===== config.mk =====
export PLATFORM = sky130hd
export DESIGN_NAME = config_fuse_signature_loader
export DESIGN_NICKNAME = d
export VERILOG_FILES = /design/src/fuse_loader_pkg.sv /design/src/config_fuse_signature_loader.sv /design/src/level_sync.sv /design/src/fuse_image_mem.sv
export SDC_FILE = /design/constraint.sdc
export NUM_CORES = 1
export LEC_CHECK = 0
export ABC_CLOCK_PERIOD_IN_PS = 3600
export BUFFER_PORTS_ARGS = -buffer_cell sky130_fd_sc_hd__buf_2
export CELL_PAD_IN_SITES_DETAIL_PLACEMENT = 1
export CELL_PAD_IN_SITES_GLOBAL_PLACEMENT = 2
export CORE_ASPECT_RATIO = 0.9
export CORE_MARGIN = 5
export CORE_UTILIZATION = 44
export DETAILED_ROUTE_END_ITERATION = 8
export PLACE_DENSITY = 0.77
export RECOVER_POWER = 100
export SYNTH_ARGS = -nofsm -noshare
export SYNTH_HDL_FRONTEND = slang
export SYNTH_HIERARCHICAL = 1
export SYNTH_SLANG_ARGS = --single-unit

===== constraint.sdc =====
create_clock -name clk_i -period 3.6 [get_ports clk_i]
set_input_delay 0.18 -clock clk_i [delete_from_list [all_inputs] [get_ports clk_i]]
set_output_delay 0.18 -clock clk_i [all_outputs]
set_load 0.03 [all_outputs]

===== src/fuse_loader_pkg.sv =====
// Shared constants and types for the signature row, fuse image and reset-time loader
package fuse_loader_pkg;

   // Bus widths and fuse count
   localparam int ADDR_W = 6;
   localparam int DATA_W = 8;
   localparam int FUSE_ADDR_W = 4;
   localparam int FUSE_COUNT = 11;

   // Signature row offsets
   localparam logic [5:0] SIG_PART_ID_OFS = 6'h00;
   localparam int         PART_ID_BYTES = 3;
   localparam logic [5:0] SIG_SERIAL_OFS = 6'h03;
   localparam int         SERIAL_BYTES = 10;
   localparam logic [5:0] SIG_TEMP_GAIN_OFS = 6'h20;
   localparam logic [5:0] SIG_TEMP_OFFSET_OFS = 6'h21;
   localparam logic [5:0] SIG_OSC_LOW_FREQ_ERR_LOW_VOLT_OFS = 6'h22;
   localparam logic [5:0] SIG_OSC_LOW_FREQ_ERR_HIGH_VOLT_OFS = 6'h23;
   localparam logic [5:0] SIG_OSC_HIGH_FREQ_ERR_LOW_VOLT_OFS = 6'h24;
   localparam logic [5:0] SIG_OSC_HIGH_FREQ_ERR_HIGH_VOLT_OFS = 6'h25;

   // Fuse offsets
   localparam logic [3:0] FUSE_WATCHDOG_OFS = 4'h0;
   localparam logic [3:0] FUSE_BROWNOUT_OFS = 4'h1;
   localparam logic [3:0] FUSE_OSCILLATOR_OFS = 4'h2;
   localparam logic [3:0] FUSE_SYSTEM_ZERO_OFS = 4'h5;
   localparam logic [3:0] FUSE_SYSTEM_ONE_OFS = 4'h6;
   localparam logic [3:0] FUSE_APPLICATION_END_OFS = 4'h7;
   localparam logic [3:0] FUSE_BOOT_END_OFS = 4'h8;
   localparam logic [3:0] FUSE_LOCK_KEY_OFS = 4'ha;

   // Fuse delivery values of the nonvolatile image
   localparam logic [7:0] FUSE_WATCHDOG_RST = 8'h00;
   localparam logic [7:0] FUSE_BROWNOUT_RST = 8'h00;
   localparam logic [7:0] FUSE_OSCILLATOR_RST = 8'h02;
   localparam logic [7:0] FUSE_SYSTEM_ZERO_RST = 8'hc4;
   localparam logic [7:0] FUSE_SYSTEM_ONE_RST = 8'h07;
   localparam logic [7:0] FUSE_OTHER_RST = 8'h00;

   // Watchdog fuse fields
   localparam int WDT_WINDOW_MSB = 7;
   localparam int WDT_WINDOW_LSB = 4;
   localparam int WDT_PERIOD_MSB = 3;
   localparam int WDT_PERIOD_LSB = 0;

   // Brown-out fuse fields
   localparam int BOD_LEVEL_MSB = 7;
   localparam int BOD_LEVEL_LSB = 5;
   localparam int BOD_SAMPLE_BIT = 4;
   localparam int BOD_ACTIVE_MSB = 3;
   localparam int BOD_ACTIVE_LSB = 2;
   localparam int BOD_SLEEP_MSB = 1;
   localparam int BOD_SLEEP_LSB = 0;

   // Threshold and mode codes
   localparam logic [2:0] THRESHOLD_CODE_ZERO = 3'h0;
   localparam logic [2:0] THRESHOLD_CODE_TWO = 3'h2;
   localparam logic [2:0] THRESHOLD_CODE_SEVEN = 3'h7;
   localparam logic [1:0] MODE_RESERVED_SLEEP = 2'h3;

   // Loader states, Gray coded along the power-on load path
   typedef enum logic [2:0] {
      S_WDT_RD = 3'b000,
      S_WDT_LD = 3'b001,
      S_BOD_RD = 3'b011,
      S_BOD_LD = 3'b010,
      S_RUN    = 3'b110,
      S_HOLD   = 3'b111
   } loader_state_t;

endpackage : fuse_loader_pkg


===== src/config_fuse_signature_loader.sv =====
// Signature row, fuse image access and reset-time fuse loader
`timescale 1ns/100ps
// Operation
// RL1 - Three read-only part identifier bytes at signature offsets 0 to 2
// RL2 - Ten read-only unique serial bytes at signature offsets 3 to 12
// RL3 - Temperature gain and signed offset correction bytes at 0x20 and 0x21
// RL4 - Signed low-frequency oscillator errors at 0x22 and 0x23
// RL5 - Signed high-frequency oscillator errors at 0x24 and 0x25
// RL6 - Reset copies watchdog fuse bits 7:4 to window field
// RL7 - Reset copies watchdog fuse bits 3:0 to period field
// RL8 - Brown-out settings reload only after power-on reset
// RL9 - Brown-out fuse bits 7:5 load threshold level
// RL10 - Brown-out fuse bit 4 loads sample rate select
// RL11 - Brown-out fuse bits 3:2 load active and idle mode
// RL12 - Brown-out fuse bits 1:0 load sleep mode
// RL13 - CPU and programming port read fuses; only programming port writes
// RL14 - New fuse values act only after the next reset
// RL15 - All copies finish before internal reset is released
module config_fuse_signature_loader
   import fuse_loader_pkg::*;
#(
   parameter int FUSE_DEPTH = 16,
   parameter logic [PART_ID_BYTES*8-1:0] PART_ID = 24'h5a_a5_01,        // Arbitrary value
   parameter logic [SERIAL_BYTES*8-1:0]  SERIAL  = 80'h09_08_07_06_05_04_03_02_01_00, // Arbitrary
   parameter logic [7:0]                 TEMP_GAIN = 8'h80,
   parameter logic [7:0]                 TEMP_OFFSET = 8'h00,
   parameter logic [7:0]                 OSC_LF_LV = 8'h00,
   parameter logic [7:0]                 OSC_LF_HV = 8'h00,
   parameter logic [7:0]                 OSC_HF_LV = 8'h00,
   parameter logic [7:0]                 OSC_HF_HV = 8'h00
) (
   input  wire logic              clk_i,
   input  wire logic              rst_b_i,
   input  wire logic              ext_reset_req_i,
   input  wire logic              cpu_rd_i,
   input  wire logic              cpu_sig_space_i,
   input  wire logic [ADDR_W-1:0] cpu_addr_i,
   output logic                   cpu_ready_o,
   output logic                   cpu_rvalid_o,
   output logic      [DATA_W-1:0] cpu_rdata_o,
   input  wire logic              prog_rd_i,
   input  wire logic              prog_we_i,
   input  wire logic              prog_sig_space_i,
   input  wire logic [ADDR_W-1:0] prog_addr_i,
   input  wire logic [DATA_W-1:0] prog_wdata_i,
   output logic                   prog_ready_o,
   output logic                   prog_rvalid_o,
   output logic      [DATA_W-1:0] prog_rdata_o,
   output logic                   sys_rst_b_o,
   output logic      [3:0]        wdt_window_o,
   output logic      [3:0]        wdt_period_o,
   output logic      [2:0]        bod_level_o,
   output logic                   bod_sample_rate_o,
   output logic      [1:0]        bod_active_mode_o,
   output logic      [1:0]        bod_sleep_mode_o,
   output logic                   bod_cfg_odd_o
);

   typedef struct packed {
      loader_state_t state;
      logic          por_pending;
      logic          sys_run;
      logic [3:0]    wdt_window;
      logic [3:0]    wdt_period;
      logic [2:0]    bod_level;
      logic          bod_sample;
      logic [1:0]    bod_active;
      logic [1:0]    bod_sleep;
      logic          cpu_p1;
      logic          prog_p1;
      logic          sig_p1;
      logic          mapped_p1;
      logic [7:0]    sig_data1;
      logic          cpu_valid;
      logic          prog_valid;
      logic [7:0]    rdata;
   } core_t;

   localparam core_t CORE_RST = '{state: S_WDT_RD, por_pending: 1'b1, default: '0};

   localparam logic [FUSE_DEPTH*8-1:0] FUSE_INIT =
      (FUSE_DEPTH*8)'({FUSE_OTHER_RST, FUSE_LOCK_KEY_OFS == 4'ha ? FUSE_OTHER_RST : FUSE_OTHER_RST,
                      FUSE_OTHER_RST, FUSE_OTHER_RST, FUSE_OTHER_RST, FUSE_SYSTEM_ONE_RST,
                      FUSE_SYSTEM_ZERO_RST, FUSE_OTHER_RST, FUSE_OTHER_RST, FUSE_OSCILLATOR_RST,
                      FUSE_BROWNOUT_RST, FUSE_WATCHDOG_RST});

   core_t             cur_reg;
   core_t             cur_next;
   logic              reset_req_sync;
   logic              prog_req;
   logic              cpu_take;
   logic              prog_take;
   logic [3:0]        mem_addr;
   logic              mem_we;
   logic [7:0]        mem_rdata;
   logic [ADDR_W-1:0] req_addr;
   logic              req_sig;

   generate
      if (FUSE_DEPTH < FUSE_COUNT || FUSE_DEPTH > 16) begin : g_bad_depth
         $error("FUSE_DEPTH must cover the fuse map and fit four address bits");
      end
   endgenerate

   // Signature row lookup, read-only by construction
   function automatic logic [7:0] sig_byte(input logic [ADDR_W-1:0] a);
      logic [7:0] b;
      b = 8'h00;
      if (a < SIG_SERIAL_OFS) begin
         b = PART_ID[a*8 +: 8]; // RL1
      end else if (a < SIG_SERIAL_OFS + 6'(SERIAL_BYTES)) begin
         b = SERIAL[(a - SIG_SERIAL_OFS)*8 +: 8]; // RL2
      end else begin
         case (a)
            SIG_TEMP_GAIN_OFS:                   b = TEMP_GAIN;   // RL3
            SIG_TEMP_OFFSET_OFS:                 b = TEMP_OFFSET; // RL3
            SIG_OSC_LOW_FREQ_ERR_LOW_VOLT_OFS:   b = OSC_LF_LV;   // RL4
            SIG_OSC_LOW_FREQ_ERR_HIGH_VOLT_OFS:  b = OSC_LF_HV;   // RL4
            SIG_OSC_HIGH_FREQ_ERR_LOW_VOLT_OFS:  b = OSC_HF_LV;   // RL5
            SIG_OSC_HIGH_FREQ_ERR_HIGH_VOLT_OFS: b = OSC_HF_HV;   // RL5
            default:                             b = 8'h00;
         endcase
      end
      return b;
   endfunction : sig_byte

   // Fuse offsets that hold a real fuse; reserved holes read zero, ignore writes
   function automatic logic fuse_mapped(input logic [ADDR_W-1:0] a);
      logic m;
      m = 1'b0;
      case (a)
         6'(FUSE_WATCHDOG_OFS), 6'(FUSE_BROWNOUT_OFS), 6'(FUSE_OSCILLATOR_OFS),
         6'(FUSE_SYSTEM_ZERO_OFS), 6'(FUSE_SYSTEM_ONE_OFS), 6'(FUSE_APPLICATION_END_OFS),
         6'(FUSE_BOOT_END_OFS), 6'(FUSE_LOCK_KEY_OFS): m = 1'b1;
         default: m = 1'b0;
      endcase
      return m;
   endfunction : fuse_mapped

   level_sync u_reset_req_sync (
      .clk_i   (clk_i),
      .rst_b_i (rst_b_i),
      .async_i (ext_reset_req_i),
      .sync_o  (reset_req_sync)
   );

   fuse_image_mem #(
      .DATA_W (DATA_W),
      .DEPTH  (FUSE_DEPTH),
      .ADDR_W (FUSE_ADDR_W),
      .INIT   (FUSE_INIT)
   ) u_fuse_image (
      .clk_i   (clk_i),
      .addr_i  (mem_addr),
      .we_i    (mem_we),
      .wdata_i (prog_wdata_i),
      .rdata_o (mem_rdata)
   );

   // Access arbitration: loader first, then programming port, then CPU
   assign prog_req     = prog_rd_i | prog_we_i;
   assign prog_ready_o = cur_reg.sys_run;
   assign cpu_ready_o  = cur_reg.sys_run & ~prog_req;
   assign prog_take    = prog_ready_o & prog_req;
   assign cpu_take     = cpu_ready_o & cpu_rd_i;
   assign req_addr     = prog_take ? prog_addr_i : cpu_addr_i;
   assign req_sig      = prog_take ? prog_sig_space_i : cpu_sig_space_i;

   // Fuse port address and write strobe
   always_comb begin
      mem_addr = req_addr[FUSE_ADDR_W-1:0];
      mem_we   = 1'b0;
      case (cur_reg.state)
         S_WDT_RD: mem_addr = FUSE_WATCHDOG_OFS;
         S_BOD_RD: mem_addr = FUSE_BROWNOUT_OFS;
         S_RUN: begin
            // Only the programming port can change a fuse
            mem_we = prog_take & prog_we_i & ~prog_sig_space_i & fuse_mapped(prog_addr_i); // RL13
         end
         default: mem_addr = req_addr[FUSE_ADDR_W-1:0];
      endcase
   end

   // Loader sequence and read pipeline
   always_comb begin
      cur_next = cur_reg;
      cur_next.cpu_p1     = 1'b0;
      cur_next.prog_p1    = 1'b0;
      cur_next.cpu_valid  = cur_reg.cpu_p1;
      cur_next.prog_valid = cur_reg.prog_p1;
      cur_next.rdata      = cur_reg.sig_p1 ? cur_reg.sig_data1 : (cur_reg.mapped_p1 ? mem_rdata : 8'h00);
      case (cur_reg.state)
         S_WDT_RD: begin
            cur_next.state = S_WDT_LD;
         end
         S_WDT_LD: begin
            // Watchdog fields load on every reset
            cur_next.wdt_window = mem_rdata[WDT_WINDOW_MSB:WDT_WINDOW_LSB]; // RL6
            cur_next.wdt_period = mem_rdata[WDT_PERIOD_MSB:WDT_PERIOD_LSB]; // RL7
            // Brown-out fields only after power-on; otherwise left as they were
            cur_next.state = cur_reg.por_pending ? S_BOD_RD : S_RUN; // RL8
         end
         S_BOD_RD: begin
            cur_next.state = S_BOD_LD;
         end
         S_BOD_LD: begin
            cur_next.bod_level   = mem_rdata[BOD_LEVEL_MSB:BOD_LEVEL_LSB];   // RL9
            cur_next.bod_sample  = mem_rdata[BOD_SAMPLE_BIT];                // RL10
            cur_next.bod_active  = mem_rdata[BOD_ACTIVE_MSB:BOD_ACTIVE_LSB]; // RL11
            cur_next.bod_sleep   = mem_rdata[BOD_SLEEP_MSB:BOD_SLEEP_LSB];   // RL12
            cur_next.por_pending = 1'b0;
            cur_next.state       = S_RUN;
         end
         S_RUN: begin
            cur_next.cpu_p1    = cpu_take;
            cur_next.prog_p1   = prog_take & prog_rd_i & ~prog_we_i;
            cur_next.sig_p1    = req_sig;
            cur_next.mapped_p1 = fuse_mapped(req_addr); // RL13
            cur_next.sig_data1 = sig_byte(req_addr);
            if (reset_req_sync) begin
               cur_next.state = S_HOLD;
            end
         end
         S_HOLD: begin
            // Fresh fuse values are picked up only on the way out of reset
            if (!reset_req_sync) begin
               cur_next.state = S_WDT_RD; // RL14
            end
         end
         default: cur_next.state = S_WDT_RD;
      endcase
      // Release only once every copy has landed
      cur_next.sys_run = (cur_next.state == S_RUN); // RL15
   end

   // State register
   always_ff @(posedge clk_i or negedge rst_b_i) begin
      if (!rst_b_i) begin
         cur_reg <= CORE_RST;
      end else begin
         cur_reg <= cur_next;
      end
   end

   // Outputs
   assign sys_rst_b_o       = cur_reg.sys_run;
   assign cpu_rvalid_o      = cur_reg.cpu_valid;
   assign prog_rvalid_o     = cur_reg.prog_valid;
   assign cpu_rdata_o       = cur_reg.rdata;
   assign prog_rdata_o      = cur_reg.rdata;
   assign wdt_window_o      = cur_reg.wdt_window;
   assign wdt_period_o      = cur_reg.wdt_period;
   assign bod_level_o       = cur_reg.bod_level;
   assign bod_sample_rate_o = cur_reg.bod_sample;
   assign bod_active_mode_o = cur_reg.bod_active;
   assign bod_sleep_mode_o  = cur_reg.bod_sleep;
   // Flags a threshold without a typical figure or the reserved sleep code
   assign bod_cfg_odd_o = ~(cur_reg.bod_level == THRESHOLD_CODE_ZERO || cur_reg.bod_level == THRESHOLD_CODE_TWO ||
                            cur_reg.bod_level == THRESHOLD_CODE_SEVEN) || (cur_reg.bod_sleep == MODE_RESERVED_SLEEP);

   // Checks
   a_part_id_read: assert property (@(posedge clk_i) disable iff (!rst_b_i) // RL1
      cpu_take && cpu_sig_space_i && cpu_addr_i == SIG_PART_ID_OFS |-> ##2 cpu_rdata_o == PART_ID[7:0])
      else $error("part identifier byte zero read wrong");
   a_serial_read: assert property (@(posedge clk_i) disable iff (!rst_b_i) // RL2
      cpu_take && cpu_sig_space_i && cpu_addr_i == SIG_SERIAL_OFS |-> ##2 cpu_rvalid_o && cpu_rdata_o == SERIAL[7:0])
      else $error("serial byte zero read wrong");
   a_temp_gain_read: assert property (@(posedge clk_i) disable iff (!rst_b_i) // RL3
      prog_take && prog_rd_i && !prog_we_i && prog_sig_space_i && prog_addr_i == SIG_TEMP_GAIN_OFS
      |-> ##2 prog_rvalid_o && prog_rdata_o == TEMP_GAIN)
      else $error("temperature gain byte read wrong");
   a_osc_err_read: assert property (@(posedge clk_i) disable iff (!rst_b_i) // RL4
      cpu_take && cpu_sig_space_i && cpu_addr_i == SIG_OSC_LOW_FREQ_ERR_HIGH_VOLT_OFS |-> ##2 cpu_rdata_o == OSC_LF_HV)
      else $error("oscillator error byte read wrong");
   a_osc_hf_read: assert property (@(posedge clk_i) disable iff (!rst_b_i) // RL5
      cpu_take && cpu_sig_space_i && cpu_addr_i == SIG_OSC_HIGH_FREQ_ERR_LOW_VOLT_OFS |-> ##2 cpu_rdata_o == OSC_HF_LV)
      else $error("high frequency oscillator error read wrong");
   a_wdt_window_load: assert property (@(posedge clk_i) disable iff (!rst_b_i) // RL6
      cur_reg.state == S_WDT_LD |=> wdt_window_o == $past(mem_rdata[7:4]))
      else $error("watchdog window not loaded from fuse");
   a_wdt_period_load: assert property (@(posedge clk_i) disable iff (!rst_b_i) // RL7
      cur_reg.state == S_WDT_LD |=> wdt_period_o == $past(mem_rdata[3:0]))
      else $error("watchdog period not loaded from fuse");
   a_bod_kept_warm: assert property (@(posedge clk_i) disable iff (!rst_b_i) // RL8
      !cur_reg.por_pending |=> $stable(bod_level_o) && $stable(bod_active_mode_o) && $stable(bod_sleep_mode_o))
      else $error("brown-out settings changed without power-on reset");
   a_bod_level_load: assert property (@(posedge clk_i) disable iff (!rst_b_i) // RL9
      cur_reg.state == S_BOD_LD |=> bod_level_o == $past(mem_rdata[7:5]))
      else $error("brown-out threshold not loaded");
   a_bod_rate_load: assert property (@(posedge clk_i) disable iff (!rst_b_i) // RL10
      cur_reg.state == S_BOD_LD |=> bod_sample_rate_o == $past(mem_rdata[4]))
      else $error("brown-out sample rate not loaded");
   a_bod_active_load: assert property (@(posedge clk_i) disable iff (!rst_b_i) // RL11
      cur_reg.state == S_BOD_LD |=> bod_active_mode_o == $past(mem_rdata[3:2]))
      else $error("brown-out active mode not loaded");
   a_bod_sleep_load: assert property (@(posedge clk_i) disable iff (!rst_b_i) // RL12
      cur_reg.state == S_BOD_LD |=> bod_sleep_mode_o == $past(mem_rdata[1:0]))
      else $error("brown-out sleep mode not loaded");
   a_write_only_prog: assert property (@(posedge clk_i) disable iff (!rst_b_i) // RL13
      mem_we |-> prog_we_i && !prog_sig_space_i && sys_rst_b_o)
      else $error("fuse written by other than programming port");
   a_cfg_frozen_run: assert property (@(posedge clk_i) disable iff (!rst_b_i) // RL14
      sys_rst_b_o && $past(sys_rst_b_o) |-> $stable(wdt_window_o) && $stable(wdt_period_o))
      else $error("configuration changed while running");
   a_release_after_load: assert property (@(posedge clk_i) disable iff (!rst_b_i) // RL15
      $rose(sys_rst_b_o) |-> $past(cur_reg.state) == S_WDT_LD || $past(cur_reg.state) == S_BOD_LD)
      else $error("internal reset released before loading");
   // Remaining signature bytes, read answers, held settings and reset hold
   a_part_id_top: assert property (@(posedge clk_i) disable iff (!rst_b_i) // RL1
      cpu_take && cpu_sig_space_i && cpu_addr_i == 6'(PART_ID_BYTES - 1) |-> ##2 cpu_rdata_o == PART_ID[23:16])
      else $error("part identifier top byte read wrong");
   a_serial_top_read: assert property (@(posedge clk_i) disable iff (!rst_b_i) // RL2
      prog_take && prog_rd_i && !prog_we_i && prog_sig_space_i && prog_addr_i == SIG_SERIAL_OFS + 6'(SERIAL_BYTES - 1)
      |-> ##2 prog_rvalid_o && prog_rdata_o == SERIAL[79:72])
      else $error("serial top byte read wrong");
   a_temp_offset_read: assert property (@(posedge clk_i) disable iff (!rst_b_i) // RL3
      cpu_take && cpu_sig_space_i && cpu_addr_i == SIG_TEMP_OFFSET_OFS |-> ##2 cpu_rdata_o == TEMP_OFFSET)
      else $error("temperature offset byte read wrong");
   a_osc_lf_read: assert property (@(posedge clk_i) disable iff (!rst_b_i) // RL4
      cpu_take && cpu_sig_space_i && cpu_addr_i == SIG_OSC_LOW_FREQ_ERR_LOW_VOLT_OFS |-> ##2 cpu_rdata_o == OSC_LF_LV)
      else $error("low frequency error byte read wrong");
   a_osc_hf_hv_read: assert property (@(posedge clk_i) disable iff (!rst_b_i) // RL5
      cpu_take && cpu_sig_space_i && cpu_addr_i == SIG_OSC_HIGH_FREQ_ERR_HIGH_VOLT_OFS |-> ##2 cpu_rdata_o == OSC_HF_HV)
      else $error("high frequency error byte read wrong");
   a_wdt_only_load: assert property (@(posedge clk_i) disable iff (!rst_b_i) // RL7
      cur_reg.state != S_WDT_LD |=> $stable(wdt_window_o) && $stable(wdt_period_o))
      else $error("watchdog fields changed outside load");
   a_bod_only_load: assert property (@(posedge clk_i) disable iff (!rst_b_i) // RL10
      cur_reg.state != S_BOD_LD |=> $stable(bod_sample_rate_o) && $stable(bod_level_o))
      else $error("brown-out fields changed outside load");
   a_cpu_answer: assert property (@(posedge clk_i) disable iff (!rst_b_i) // RL13
      cpu_take |-> ##2 cpu_rvalid_o)
      else $error("cpu read not answered");
   a_prog_answer: assert property (@(posedge clk_i) disable iff (!rst_b_i) // RL13
      prog_take && prog_rd_i && !prog_we_i |-> ##2 prog_rvalid_o)
      else $error("programming port read not answered");
   a_hold_on_request: assert property (@(posedge clk_i) disable iff (!rst_b_i) // RL14
      sys_rst_b_o && reset_req_sync |=> !sys_rst_b_o)
      else $error("reset request did not hold the system");
   a_ready_in_reset: assert property (@(posedge clk_i) disable iff (!rst_b_i) // RL15
      !sys_rst_b_o |-> !cpu_ready_o && !prog_ready_o)
      else $error("access ready while held in reset");
endmodule : config_fuse_signature_loader


===== src/level_sync.sv =====
// Two-stage synchroniser for an asynchronous level
`timescale 1ns/100ps
module level_sync (
   input  wire logic clk_i,
   input  wire logic rst_b_i,
   input  wire logic async_i,
   output logic      sync_o
);
   logic meta_reg;

   // First stage feeds only the second stage
   always_ff @(posedge clk_i or negedge rst_b_i) begin
      if (!rst_b_i) begin
         meta_reg <= 1'b0;
         sync_o   <= 1'b0;
      end else begin
         meta_reg <= async_i;
         sync_o   <= meta_reg;
      end
   end
endmodule : level_sync


===== src/fuse_image_mem.sv =====
// Nonvolatile fuse image: one port, registered read data
`timescale 1ns/100ps
module fuse_image_mem #(
   parameter int DATA_W = 8,
   parameter int DEPTH  = 16,
   parameter int ADDR_W = 4,
   parameter logic [DEPTH*DATA_W-1:0] INIT = '0
) (
   input  wire logic              clk_i,
   input  wire logic [ADDR_W-1:0] addr_i,
   input  wire logic              we_i,
   input  wire logic [DATA_W-1:0] wdata_i,
   output logic      [DATA_W-1:0] rdata_o
);
   logic [DATA_W-1:0] cells [DEPTH];

   // Contents are not touched by any reset
   initial begin
      for (int i = 0; i < DEPTH; i++) begin
         cells[i] = INIT[i*DATA_W +: DATA_W];
      end
   end

   // Write through the single port, read registered
   always_ff @(posedge clk_i) begin
      if (we_i) begin
         cells[addr_i] <= wdata_i;
      end
      rdata_o <= cells[addr_i];
   end

   generate
      if (DEPTH > (1 << ADDR_W)) begin : g_bad_depth
         $error("fuse_image_mem depth exceeds address range");
      end
   endgenerate
endmodule : fuse_image_mem


==> impl_metrics.env, run 1 <==
export IMPL_grt_first_pass_wirelength_um=26070
export IMPL_largest_cells_by_area_after_synthesis="sky130_fd_sc_hd__edfxtp_1 (52%), sky130_fd_sc_hd__dfrtp_1 (14%), sky130_fd_sc_hd__mux4_2 (9.7%), sky130_fd_sc_hd__buf_4 (3.2%), sky130_fd_sc_hd__mux2_2 (2.4%)"
export IMPL_finish_net_count=547
export IMPL_worstPathMaxFanout=17
export IMPL_final_cells=741
export IMPL_syn_inst=456
export IMPL_flip_flop_count_of_the_largest_register_all_copies_and_words_added=128
export IMPL_synth_enable_flop_cells=128
export IMPL_layout_filler_cells=1634
export IMPL_most_frequent_standard_cell_in_the_layout_excluding_fill_and_tap_cells="sky130_fd_sc_hd__edfxtp_1"
export IMPL_core_area_mm2=0.01678
export IMPL_route_detailed_wl_per_inst_um=22.20
export IMPL_grt_max_degree=45
export IMPL_critical_path_startpoint="prog_ready_o$_DFF_PN0_"
export IMPL_synth_seq_cells=180
export IMPL_cts_buffers=17
export IMPL_async_flop_share_pct=24.44
export IMPL_hold_path_class="in -> reg"
export IMPL_postRouteAntennaNets=0
export IMPL_cap_violations=1
export IMPL_boundary_pin_count=66
export IMPL_gr_total_overflow=0
export IMPL_drt_wl_total_um=16450
export IMPL_powerDensity_mw_per_mm2=767.0
export IMPL_synth_top_flop_cell="sky130_fd_sc_hd__edfxtp_1"
export IMPL_drtIter0Drc=329
export IMPL_unique_masters_post_synth=57
export IMPL_viasPerCell=5.615
export IMPL_setup_repair_after_global_routing_missed_its_margin="false"
export IMPL_initial_utilization_pct=44.48
export IMPL_via_total_after_detailed_routing=4161
export IMPL_worst_setup_path_start_kind="register"
export IMPL_clock_sinks=180
export IMPL_cts_max_path_buffers=2
export IMPL_clk_pin_slew_worst_paths_ns=0.07
export IMPL_cp_cell_sequence="o21a_1 > mux2i_1 > nor2_2 > clkbuf_1 > nand2b_1 > nor2_1 > clkbuf_2"
export IMPL_post_synth_top_area_cell="sky130_fd_sc_hd__edfxtp_1"
export IMPL_synth_top_area_share_pct=51.50
export IMPL_ys_seq_area_share_pct=68.42
export IMPL_area_growth_pct=12.89
export IMPL_wl_met2_um=8348
export IMPL_drc=0
export IMPL_max_slew_worst_pin_slew_ns=2.311
export IMPL_cp_required_ns=3.70
export IMPL_setup_viol=0
export IMPL_hold_start="cpu_sig_space_i"
export IMPL_synthesis_nets=486
export IMPL_die_area_mm2=0.01967
export IMPL_pnr_total_power_w=0.006462
export IMPL_total_negative_setup_slack_ns=0
export IMPL_regToRegStartpoint="prog_ready_o$_DFF_PN0_"
export IMPL_io_buffer_count=65
export IMPL_placed_cells=706
export IMPL_critical_path_endpoint_type="register"
export IMPL_syn_area_mm2=0.007463
export IMPL_critical_path_class="reg -> reg"
export IMPL_commonest_cells_after_routing_fill_and_taps_aside="sky130_fd_sc_hd__edfxtp_1 (128), sky130_fd_sc_hd__clkbuf_1 (52), sky130_fd_sc_hd__dfrtp_1 (43)"
export IMPL_p_leak_nw=3.007
export IMPL_max_slew_margin_rel_pct=-54.07
export IMPL_vdd_drop_max_mv=0.4254
export IMPL_violations="max-capacitance violations, max-slew violations"
export IMPL_cts_root_cell="sky130_fd_sc_hd__clkbuf_16"
export IMPL_delay_of_the_slowest_critical_path_stage_ns=0.77
export IMPL_overall_fraction_of_global_route_tracks_in_use_pct=17.64
export IMPL_worst_clock_skew_ns=0.01432
export IMPL_clk_insertion_delay_late_ns=0.43
export IMPL_floorplan_die_height_um=133.6
export IMPL_clock_fmax_ghz=0.3134
export IMPL_finalCritPeriodShare_pct=88.64
export IMPL_first_pass_iters=4
export IMPL_tritoncts="yes"
export IMPL_met3_length_um=933
export IMPL_finalCriticalPeriod_ns=3.191
export IMPL_timing_critical_path_arrival_ns=3.29
export IMPL_worstPathBufferInverterCount=2
export IMPL_number_of_antenna_violations_at_the_first_check_in_global_routing=0
export IMPL_cts_resized_gates=0
export IMPL_maxUsedRoutingLayer="met4"
export IMPL_place_detailed_hpwl_um=11390
export IMPL_num_antenna_cells=0
export IMPL_grt_pass1_vias=4448
export IMPL_clock_tree_htree_level_count=4
export IMPL_layout_core_utilization_pct=50.22
export IMPL_core_rowCount=45
export IMPL_gpl_wtd_cong=0.8362
export IMPL_synth_avg_cell_area_um2=16.37
export IMPL_fp_dieW_um=147.3
export IMPL_drive_above_1_share_pct=24.15
export IMPL_wirelength_met1_um=7050
export IMPL_cpLargestDelayFamily="simple AND/OR/NAND/NOR gates"
export IMPL_synth_yosys_warnings=6
export IMPL_finalHoldViolations=0
export IMPL_status="finished, violations left"
export IMPL_timing_critical_path_slowest_stage_cell="sky130_fd_sc_hd__nor2_2"
export IMPL_finalMaxSlewViolations=45
==> synthesized netlist by cell type (5+ instances only) <==
library cell               number
sky130_fd_sc_hd__edfxtp_1     128
sky130_fd_sc_hd__dfrtp_1       43
sky130_fd_sc_hd__nand2_1       33
sky130_fd_sc_hd__buf_4         32
sky130_fd_sc_hd__mux4_2        32
sky130_fd_sc_hd__nor2_1        24
sky130_fd_sc_hd__a22oi_1       16
sky130_fd_sc_hd__mux2_2        16
sky130_fd_sc_hd__nand3_1       13
sky130_fd_sc_hd__a22o_1         9
sky130_fd_sc_hd__o21ai_0        9
sky130_fd_sc_hd__clkbuf_1       8
sky130_fd_sc_hd__dfxtp_1        8
sky130_fd_sc_hd__nor3_1         6
sky130_fd_sc_hd__nand3b_1       5
==> cell families (layout without fill, tap and decap cells) <==
kind of cell             Yosys count  count (layout)  share of synthesized area, %
XOR/XNOR                           6               6                        0.7041
AND/OR/NAND/NOR                  106             106                         7.092
adder cells (fa/ha/maj)            2               2                        0.3352
flip-flops                       180             180                         68.42
AO/OA/AOI/OAI                     55              55                         5.700
multiplexers                      53              53                         13.08
buffers and inverters             54             128                         4.677
==> per-layer routing <==
| metal | up-vias | global-route usage (%) |
|---|---|---|
| met5 | - | 0 |
| met4 | 0 | 4.141 |
| met3 | 8 | 4.660 |
| met2 | 124 | 29.35 |
| met1 | 2179 | 23.45 |
| li1 | 1850 | - |
==> final cells by class <==
class                           count  area, um2  share of cell area (%)
Multi-Input combinational cell    222       2002                   23.76
Clock buffer                       17      425.4                   5.049
Timing Repair Buffer               92      447.9                   5.316
Tap cell                          211      264.0                   3.133
Sequential cell                   180       5106                   60.60
Inverter                            4      15.01                  0.1782
Clock inverter                     15      165.2                   1.960
==> where the power goes <==
part	internal, W	total [W]	switching [W]
logic	0.000772	0.00199	0.00121
registers	0.00244	0.00265	0.000210
clock network	0.000985	0.00182	0.000840
==> worst paths after layout <==
check                                                            to  slack, ns  cells after the start
worst max-delay path            u_fuse_image/cells[14][1]$_DFFE_PP_       0.41                      7
worst min-delay path                        cur_reg[19]$_DFFE_PN0P_       0.03                      3
worst max register to register  u_fuse_image/cells[14][1]$_DFFE_PP_       0.41                      7
worst min register to register    u_reset_req_sync/sync_o$_DFF_PN0_       0.36                      0
max in group asynchronous                  cpu_rdata_o[1]$_DFF_PN0_       1.28                      2
min in group asynchronous                   prog_rvalid_o$_DFF_PN0_       1.01                      2
==> worst min-delay path: stages <==
cell                      delay, ns
sky130_fd_sc_hd__buf_2         0.10
sky130_fd_sc_hd__nand2_1       0.05
sky130_fd_sc_hd__a31oi_1       0.08
==> timing repair <==
item                      in CTS  in global routing
hold buffers                   3                  0
hold endpoints to repair      45                  0
setup buffers                  0                  0
==> per-stage QoR <==
| stage | setup slack (ns) | hold WS (ns) | cell area (um2) |
|---|---|---|---|
| 3_5_place_dp | 0.3964 | 0.3084 | 7913 |
| 6_report | 0.4090 | 0.03013 | 8426 |
| 4_1_cts | 0.4077 | 0.01152 | 8533 |
| 2_1_floorplan | 0.8167 | -0.1156 | 7463 |
| 5_1_grt | 0.1506 | 0.05374 | 8426 |
| 3_3_place_gp | 0.4358 | 0.3055 | 7913 |
Power figures use the tool's default switching activity.
==> run 2, diff against run 1 <==
--- a/config.mk
+++ b/config.mk
@@ -13,6 +13,7 @@
 export CORE_MARGIN = 5
 export CORE_UTILIZATION = 44
 export DETAILED_ROUTE_END_ITERATION = 8
+export HOLD_SLACK_MARGIN = 0.15
 export PLACE_DENSITY = 0.77
 export RECOVER_POWER = 100
 export SYNTH_ARGS = -nofsm -noshare
==> impl_metrics.env, run 2 (synthesis results as in run 1) <==
export IMPL_io_buffer_count=65
export IMPL_regToRegStartpoint="prog_ready_o$_DFF_PN0_"
export IMPL_die_area_mm2=0.01967
export IMPL_pnr_total_power_w=0.006488
export IMPL_area_growth_pct=13.85
export IMPL_cts_setup_buffers=0
export IMPL_drt_wl_total_um=16520
export IMPL_finalMaxSlewViolations=45
export IMPL_finalCritPeriodShare_pct=92.63
export IMPL_worst_setup_path_start_kind="input pin"
export IMPL_worstPathMaxFanout=17
export IMPL_status="finished, violations left"
export IMPL_powerDensity_mw_per_mm2=763.6
export IMPL_critical_path_startpoint="prog_rd_i"
export IMPL_initial_utilization_pct=44.48
export IMPL_setup_repair_after_global_routing_missed_its_margin="false"
export IMPL_total_negative_setup_slack_ns=0
export IMPL_cts_hold_buffers=12
export IMPL_pwr_share_comb_pct=31.0
export IMPL_finalCriticalPeriod_ns=3.335
export IMPL_vdd_drop_max_mv=0.4339
export IMPL_finalHoldViolations=0
export IMPL_finish_net_count=556
export IMPL_setup_viol=0
export IMPL_cts_root_cell="sky130_fd_sc_hd__clkbuf_16"
export IMPL_max_slew_worst_pin_slew_ns=2.325
export IMPL_critical_path_class="in -> reg"
export IMPL_first_pass_iters=4
export IMPL_gr_total_overflow=0
export IMPL_gpl_wtd_cong=0.8362
export IMPL_fp_dieW_um=147.3
export IMPL_timing_critical_path_arrival_ns=3.44
export IMPL_int_power_w=0.004214
export IMPL_power_switching_fraction_pct=35.05
export IMPL_num_antenna_cells=0
export IMPL_worst_clock_skew_ns=0.01230
export IMPL_hold_start="prog_we_i"
export IMPL_core_rowCount=45
export IMPL_core_area_mm2=0.01678
export IMPL_tritoncts="yes"
export IMPL_power_switching_w=0.002274
export IMPL_cp_endpoint="u_fuse_image/cells[11][1]$_DFFE_PP_"
export IMPL_cap_violations=1
export IMPL_worstRegToRegCells=7
export IMPL_drc=0
export IMPL_cts_resized_gates=0
export IMPL_clock_tree_htree_level_count=4
export IMPL_most_frequent_standard_cell_in_the_layout_excluding_fill_and_tap_cells="sky130_fd_sc_hd__edfxtp_1"
export IMPL_place_detailed_hpwl_um=11390
export IMPL_clock_fmax_ghz=0.2999
export IMPL_route_detailed_wl_per_inst_um=22.03
export IMPL_overall_fraction_of_global_route_tracks_in_use_pct=17.72
export IMPL_reg2reg_to="u_fuse_image/cells[11][1]$_DFFE_PP_"
export IMPL_drive_above_1_share_pct=23.38
export IMPL_drtIter0Drc=334
export IMPL_cts_max_path_buffers=2
export IMPL_number_of_antenna_violations_at_the_first_check_in_global_routing=0
export IMPL_clock_sinks=180
export IMPL_boundary_pin_count=66
export IMPL_final_cells=750
export IMPL_hold_path_class="in -> reg"
export IMPL_grt_max_degree=45
export IMPL_p_leak_nw=3.035
export IMPL_grt_pass1_vias=4485
export IMPL_cts_buffers=17
export IMPL_violations="max-capacitance violations, max-slew violations"
export IMPL_cp_required_ns=3.70
export IMPL_clk_pin_slew_worst_paths_ns=0.07
export IMPL_setup_slack_of_the_most_critical_reg_to_reg_path_ns=0.33
export IMPL_floorplan_die_height_um=133.6
export IMPL_flip_flop_count_of_the_largest_register_all_copies_and_words_added=128
export IMPL_power_clock_fraction_pct=28.1
export IMPL_clk_insertion_delay_late_ns=0.43
export IMPL_seq_power_share_pct=40.9
export IMPL_via_total_after_detailed_routing=4210
export IMPL_grt_first_pass_wirelength_um=26210
export IMPL_commonest_cells_after_routing_fill_and_taps_aside="sky130_fd_sc_hd__edfxtp_1 (128), sky130_fd_sc_hd__clkbuf_1 (53), sky130_fd_sc_hd__dfrtp_1 (43)"
export IMPL_placed_cells=706
export IMPL_postRouteAntennaNets=0
export IMPL_viasPerCell=5.613
export IMPL_critical_path_endpoint_type="register"
export IMPL_max_slew_margin_rel_pct=-54.99
## run 2: area by class of cell
type | instances | area [um2]
well taps | 211 | 264.0
flip-flops and latches | 180 | 5106
inverters | 4 | 15.01
clock inverters | 15 | 165.2
repair buffers | 101 | 524.3
multi-input cells | 222 | 1997
fillers | 1624 | 8282
clock buffers | 17 | 425.4
## run 2: worst min path at each step
stage	to	slack (ns)	cells past startpoint
6_report	cur_next[8]$_DFF_PN0_	0.17	2
4_1_cts	cur_next[8]$_DFF_PN0_	0.16	2
3_5_place_dp	u_reset_req_sync/meta_reg$_DFF_PN0_	0.31	1
3_3_place_gp	u_reset_req_sync/meta_reg$_DFF_PN0_	0.31	1
5_1_grt	cur_next[8]$_DFF_PN0_	0.16	2
2_1_floorplan	bod_active_mode_o[0]$_DFFE_PN0P_	-0.12	0
## run 2: routing by layer
metal  GRT usage (%)  routed length, um  vias to the layer above
met5               0                  0                        -
met4           4.141                121                        0
met3           4.626                942                        8
met2           29.53               8322                      133
met1           23.54               7139                     2198
li1                -                  -                     1871
## run 2: through the flow
stage	setup WS [ns]	utilization [%]	hold WS (ns)	area, um2
after global placement	0.4358	47.16	0.3055	7913
final	0.2654	50.64	0.1732	8497
after floorplan	0.8167	-	-0.1156	7463
after detailed placement	0.3964	47.16	0.3084	7913
after global routing	0.05437	50.64	0.1563	8497
after CTS	0.2704	51.39	0.1553	8623
## run 2: power by group through the flow
stage / combinational (W) / sequential, W / clock, W
3_3_place_gp: 0.00203 / 0.00267 / 0
3_5_place_dp: 0.00207 / 0.00270 / 0
2_1_floorplan: 0.00171 / 0.00260 / 0
5_1_grt: 0.00216 / 0.00268 / 0.00198
6_report: 0.00201 / 0.00265 / 0.00182
4_1_cts: 0.00210 / 0.00265 / 0.00187
## run 2: worst max-delay path: stages
cell                            delay [ns]
sky130_fd_sc_hd__dlygate4sd3_1        0.53
sky130_fd_sc_hd__clkbuf_1             0.22
sky130_fd_sc_hd__o21a_1               0.31
sky130_fd_sc_hd__mux2i_1              0.18
sky130_fd_sc_hd__nor2_2               0.76
sky130_fd_sc_hd__clkbuf_1             0.55
sky130_fd_sc_hd__nand2_1              0.24
sky130_fd_sc_hd__nor2_1               0.19
sky130_fd_sc_hd__clkbuf_1             0.26
==> run 3, diff against run 2 <==
--- a/config.mk
+++ b/config.mk
@@ -10,12 +10,13 @@
 export CELL_PAD_IN_SITES_DETAIL_PLACEMENT = 1
 export CELL_PAD_IN_SITES_GLOBAL_PLACEMENT = 2
 export CORE_ASPECT_RATIO = 0.9
-export CORE_MARGIN = 5
+export CORE_MARGIN = 2
 export CORE_UTILIZATION = 44
 export DETAILED_ROUTE_END_ITERATION = 8
 export HOLD_SLACK_MARGIN = 0.15
 export PLACE_DENSITY = 0.77
 export RECOVER_POWER = 100
+export REMOVE_ABC_BUFFERS = 1
 export SYNTH_ARGS = -nofsm -noshare
 export SYNTH_HDL_FRONTEND = slang
 export SYNTH_HIERARCHICAL = 1
==> impl_metrics.env, run 3 (synthesis results as in run 1) <==
export IMPL_status="finished, violations left"
export IMPL_io_buffer_count=65
export IMPL_fp_dieW_um=141.3
export IMPL_tritoncts="yes"
export IMPL_setup_viol=0
export IMPL_grt_max_degree=45
export IMPL_clock_sinks=180
export IMPL_place_detailed_hpwl_um=11080
export IMPL_via_total_after_detailed_routing=4149
export IMPL_most_frequent_standard_cell_in_the_layout_excluding_fill_and_tap_cells="sky130_fd_sc_hd__edfxtp_1"
export IMPL_cts_root_cell="sky130_fd_sc_hd__clkbuf_16"
export IMPL_finish_net_count=555
export IMPL_worst_setup_path_start_kind="input pin"
export IMPL_critical_path_endpoint_type="register"
export IMPL_worstPathMaxFanout=14
export IMPL_flip_flop_count_of_the_largest_register_all_copies_and_words_added=128
export IMPL_violations="max-capacitance violations, max-slew violations"
export IMPL_p_leak_nw=3.022
export IMPL_worstRegToRegCells=7
export IMPL_cap_violations=1
export IMPL_clk_pin_slew_worst_paths_ns=0.07
export IMPL_vdd_drop_max_mv=0.4102
export IMPL_timing_critical_path_arrival_ns=3.26
export IMPL_instance_area_at_placement_mm2=0.007908
export IMPL_max_slew_margin_rel_pct=-57.32
export IMPL_postRouteAntennaNets=0
export IMPL_grt_pass1_vias=4501
export IMPL_boundary_pin_count=66
export IMPL_floorplan_die_height_um=127.6
export IMPL_drc=0
export IMPL_powerDensity_mw_per_mm2=780.9
export IMPL_min_delay_path_depth=2
export IMPL_number_of_antenna_violations_at_the_first_check_in_global_routing=0
export IMPL_num_antenna_cells=0
export IMPL_cts_max_path_buffers=2
export IMPL_grt_first_pass_wirelength_um=26260
export IMPL_core_area_mm2=0.01672
export IMPL_clk_insertion_delay_late_ns=0.43
export IMPL_area_growth_pct=14.64
export IMPL_worst_clock_skew_ns=0.007684
export IMPL_first_pass_iters=4
export IMPL_finalCritPeriodShare_pct=88.81
export IMPL_cts_resized_gates=0
export IMPL_clock_fmax_ghz=0.3128
export IMPL_gr_total_overflow=0
export IMPL_commonest_cells_after_routing_fill_and_taps_aside="sky130_fd_sc_hd__edfxtp_1 (128), sky130_fd_sc_hd__clkbuf_1 (65), sky130_fd_sc_hd__dfrtp_1 (43)"
export IMPL_cts_buffers=17
export IMPL_cp_required_ns=3.66
export IMPL_setup_repair_after_global_routing_missed_its_margin="false"
export IMPL_critical_path_class="in -> reg"
export IMPL_initial_utilization_pct=44.63
export IMPL_finalHoldViolations=0
export IMPL_clock_tree_htree_level_count=4
export IMPL_cts_setup_buffers=0
export IMPL_gpl_wtd_cong=0.8473
export IMPL_final_design_area_no_fill_mm2=0.008556
export IMPL_hold_path_class="in -> reg"
export IMPL_drtIter0Drc=284
export IMPL_route_detailed_wl_per_inst_um=21.93
export IMPL_core_rowCount=45
export IMPL_drive_above_1_share_pct=20.82
export IMPL_overall_fraction_of_global_route_tracks_in_use_pct=19.61
export IMPL_die_area_mm2=0.01802
export IMPL_hold_worst_slack_ns=0.1755
export IMPL_finalCriticalPeriod_ns=3.197
export IMPL_max_slew_worst_pin_slew_ns=2.360
export IMPL_viasPerCell=5.539
export IMPL_finalMaxSlewViolations=45
export IMPL_drt_wl_total_um=16430
## run 3: changes by cell type in the layout (fill, tap and decap cells not counted)
cell / change
sky130_fd_sc_hd__bufinv_16: +4
sky130_fd_sc_hd__clkinvlp_4: +1
sky130_fd_sc_hd__nor2_2: -1
sky130_fd_sc_hd__dlygate4sd3_1: +2
sky130_fd_sc_hd__buf_12: +1
sky130_fd_sc_hd__clkinv_2: +1
sky130_fd_sc_hd__clkinv_1: -1
sky130_fd_sc_hd__clkbuf_1: +12
sky130_fd_sc_hd__buf_4: -6
sky130_fd_sc_hd__nor2_4: +1
sky130_fd_sc_hd__clkinv_8: -2
sky130_fd_sc_hd__clkbuf_2: -9
sky130_fd_sc_hd__inv_8: -1
sky130_fd_sc_hd__inv_6: -3
## run 3: where the power goes
group | total [W] | switching [W] | internal (W)
clock network | 0.00203 | 0.000791 | 0.00124
logic | 0.00200 | 0.00121 | 0.000787
registers | 0.00265 | 0.000207 | 0.00244
total | 0.00668 | 0.00221 | 0.00447
## run 3: area by class of cell
class / count / area (um2)
Multi-Input combinational cell: 222 / 2002
Fill cell: 1611 / 8167
Inverter: 4 / 15.01
Sequential cell: 180 / 5106
Clock buffer: 18 / 429.2
Timing Repair Buffer: 100 / 515.5
Clock inverter: 14 / 224.0
Tap cell: 211 / 264.0
## run 3: metrics by stage
step           instances  utilization (%)  setup WS, ns  setup TNS [ns]  total power [W]
6_report             749            51.16        0.4029               0         0.006681
5_1_grt              749            51.16        0.2611               0         0.007002
4_1_cts              749            52.03        0.5488               0         0.006806
3_5_place_dp         703            47.29        0.6580               0         0.004732
3_3_place_gp         703            47.29        0.7160               0         0.004683
2_1_floorplan        406                -        -3.410         -436.03         0.004105
## run 3: per-layer routing
| metal | routed length, um | vias up | track usage, % |
|---|---|---|---|
| met5 | 0 | - | 0 |
| met4 | 287 | 0 | 7.647 |
| met3 | 604 | 18 | 3.111 |
| met2 | 8302 | 106 | 33.41 |
| met1 | 7231 | 2148 | 25.48 |
| li1 | - | 1877 | - |
## run 3: timing repair
action / 4_1_cts / 5_1_grt
endpoints found under the hold margin: 163 / 0
hold buffers: 14 / 0
setup endpoints to repair: 0 / 0
## run 3: worst max-delay path, stage by stage
cell                            delay [ns]
sky130_fd_sc_hd__dlygate4sd3_1        0.53
sky130_fd_sc_hd__clkbuf_1             0.16
sky130_fd_sc_hd__o21ai_4              0.47
sky130_fd_sc_hd__mux2i_1              0.44
sky130_fd_sc_hd__nor2_1               0.10
sky130_fd_sc_hd__clkbuf_1             0.19
sky130_fd_sc_hd__or3b_2               0.56
sky130_fd_sc_hd__nor2_1               0.12
sky130_fd_sc_hd__clkbuf_1             0.50
## run 3: worst paths after layout
kind	endpoint	startpoint	slack, ns
hold / removal	cur_next[8]$_DFF_PN0_	prog_we_i	0.18
setup reg to reg	u_fuse_image/cells[3][5]$_DFFE_PP_	prog_ready_o$_DFF_PN0_	0.63
max in group asynchronous	cur_reg[15]$_DFFE_PN0P_	rst_b_i	1.22
hold reg to reg	cpu_rvalid_o$_DFF_PN0_	cur_next[9]$_DFF_PN0_	0.35
min in group asynchronous	u_reset_req_sync/sync_o$_DFF_PN0_	rst_b_i	1.02
setup / recovery	u_fuse_image/cells[3][5]$_DFFE_PP_	prog_rd_i	0.40
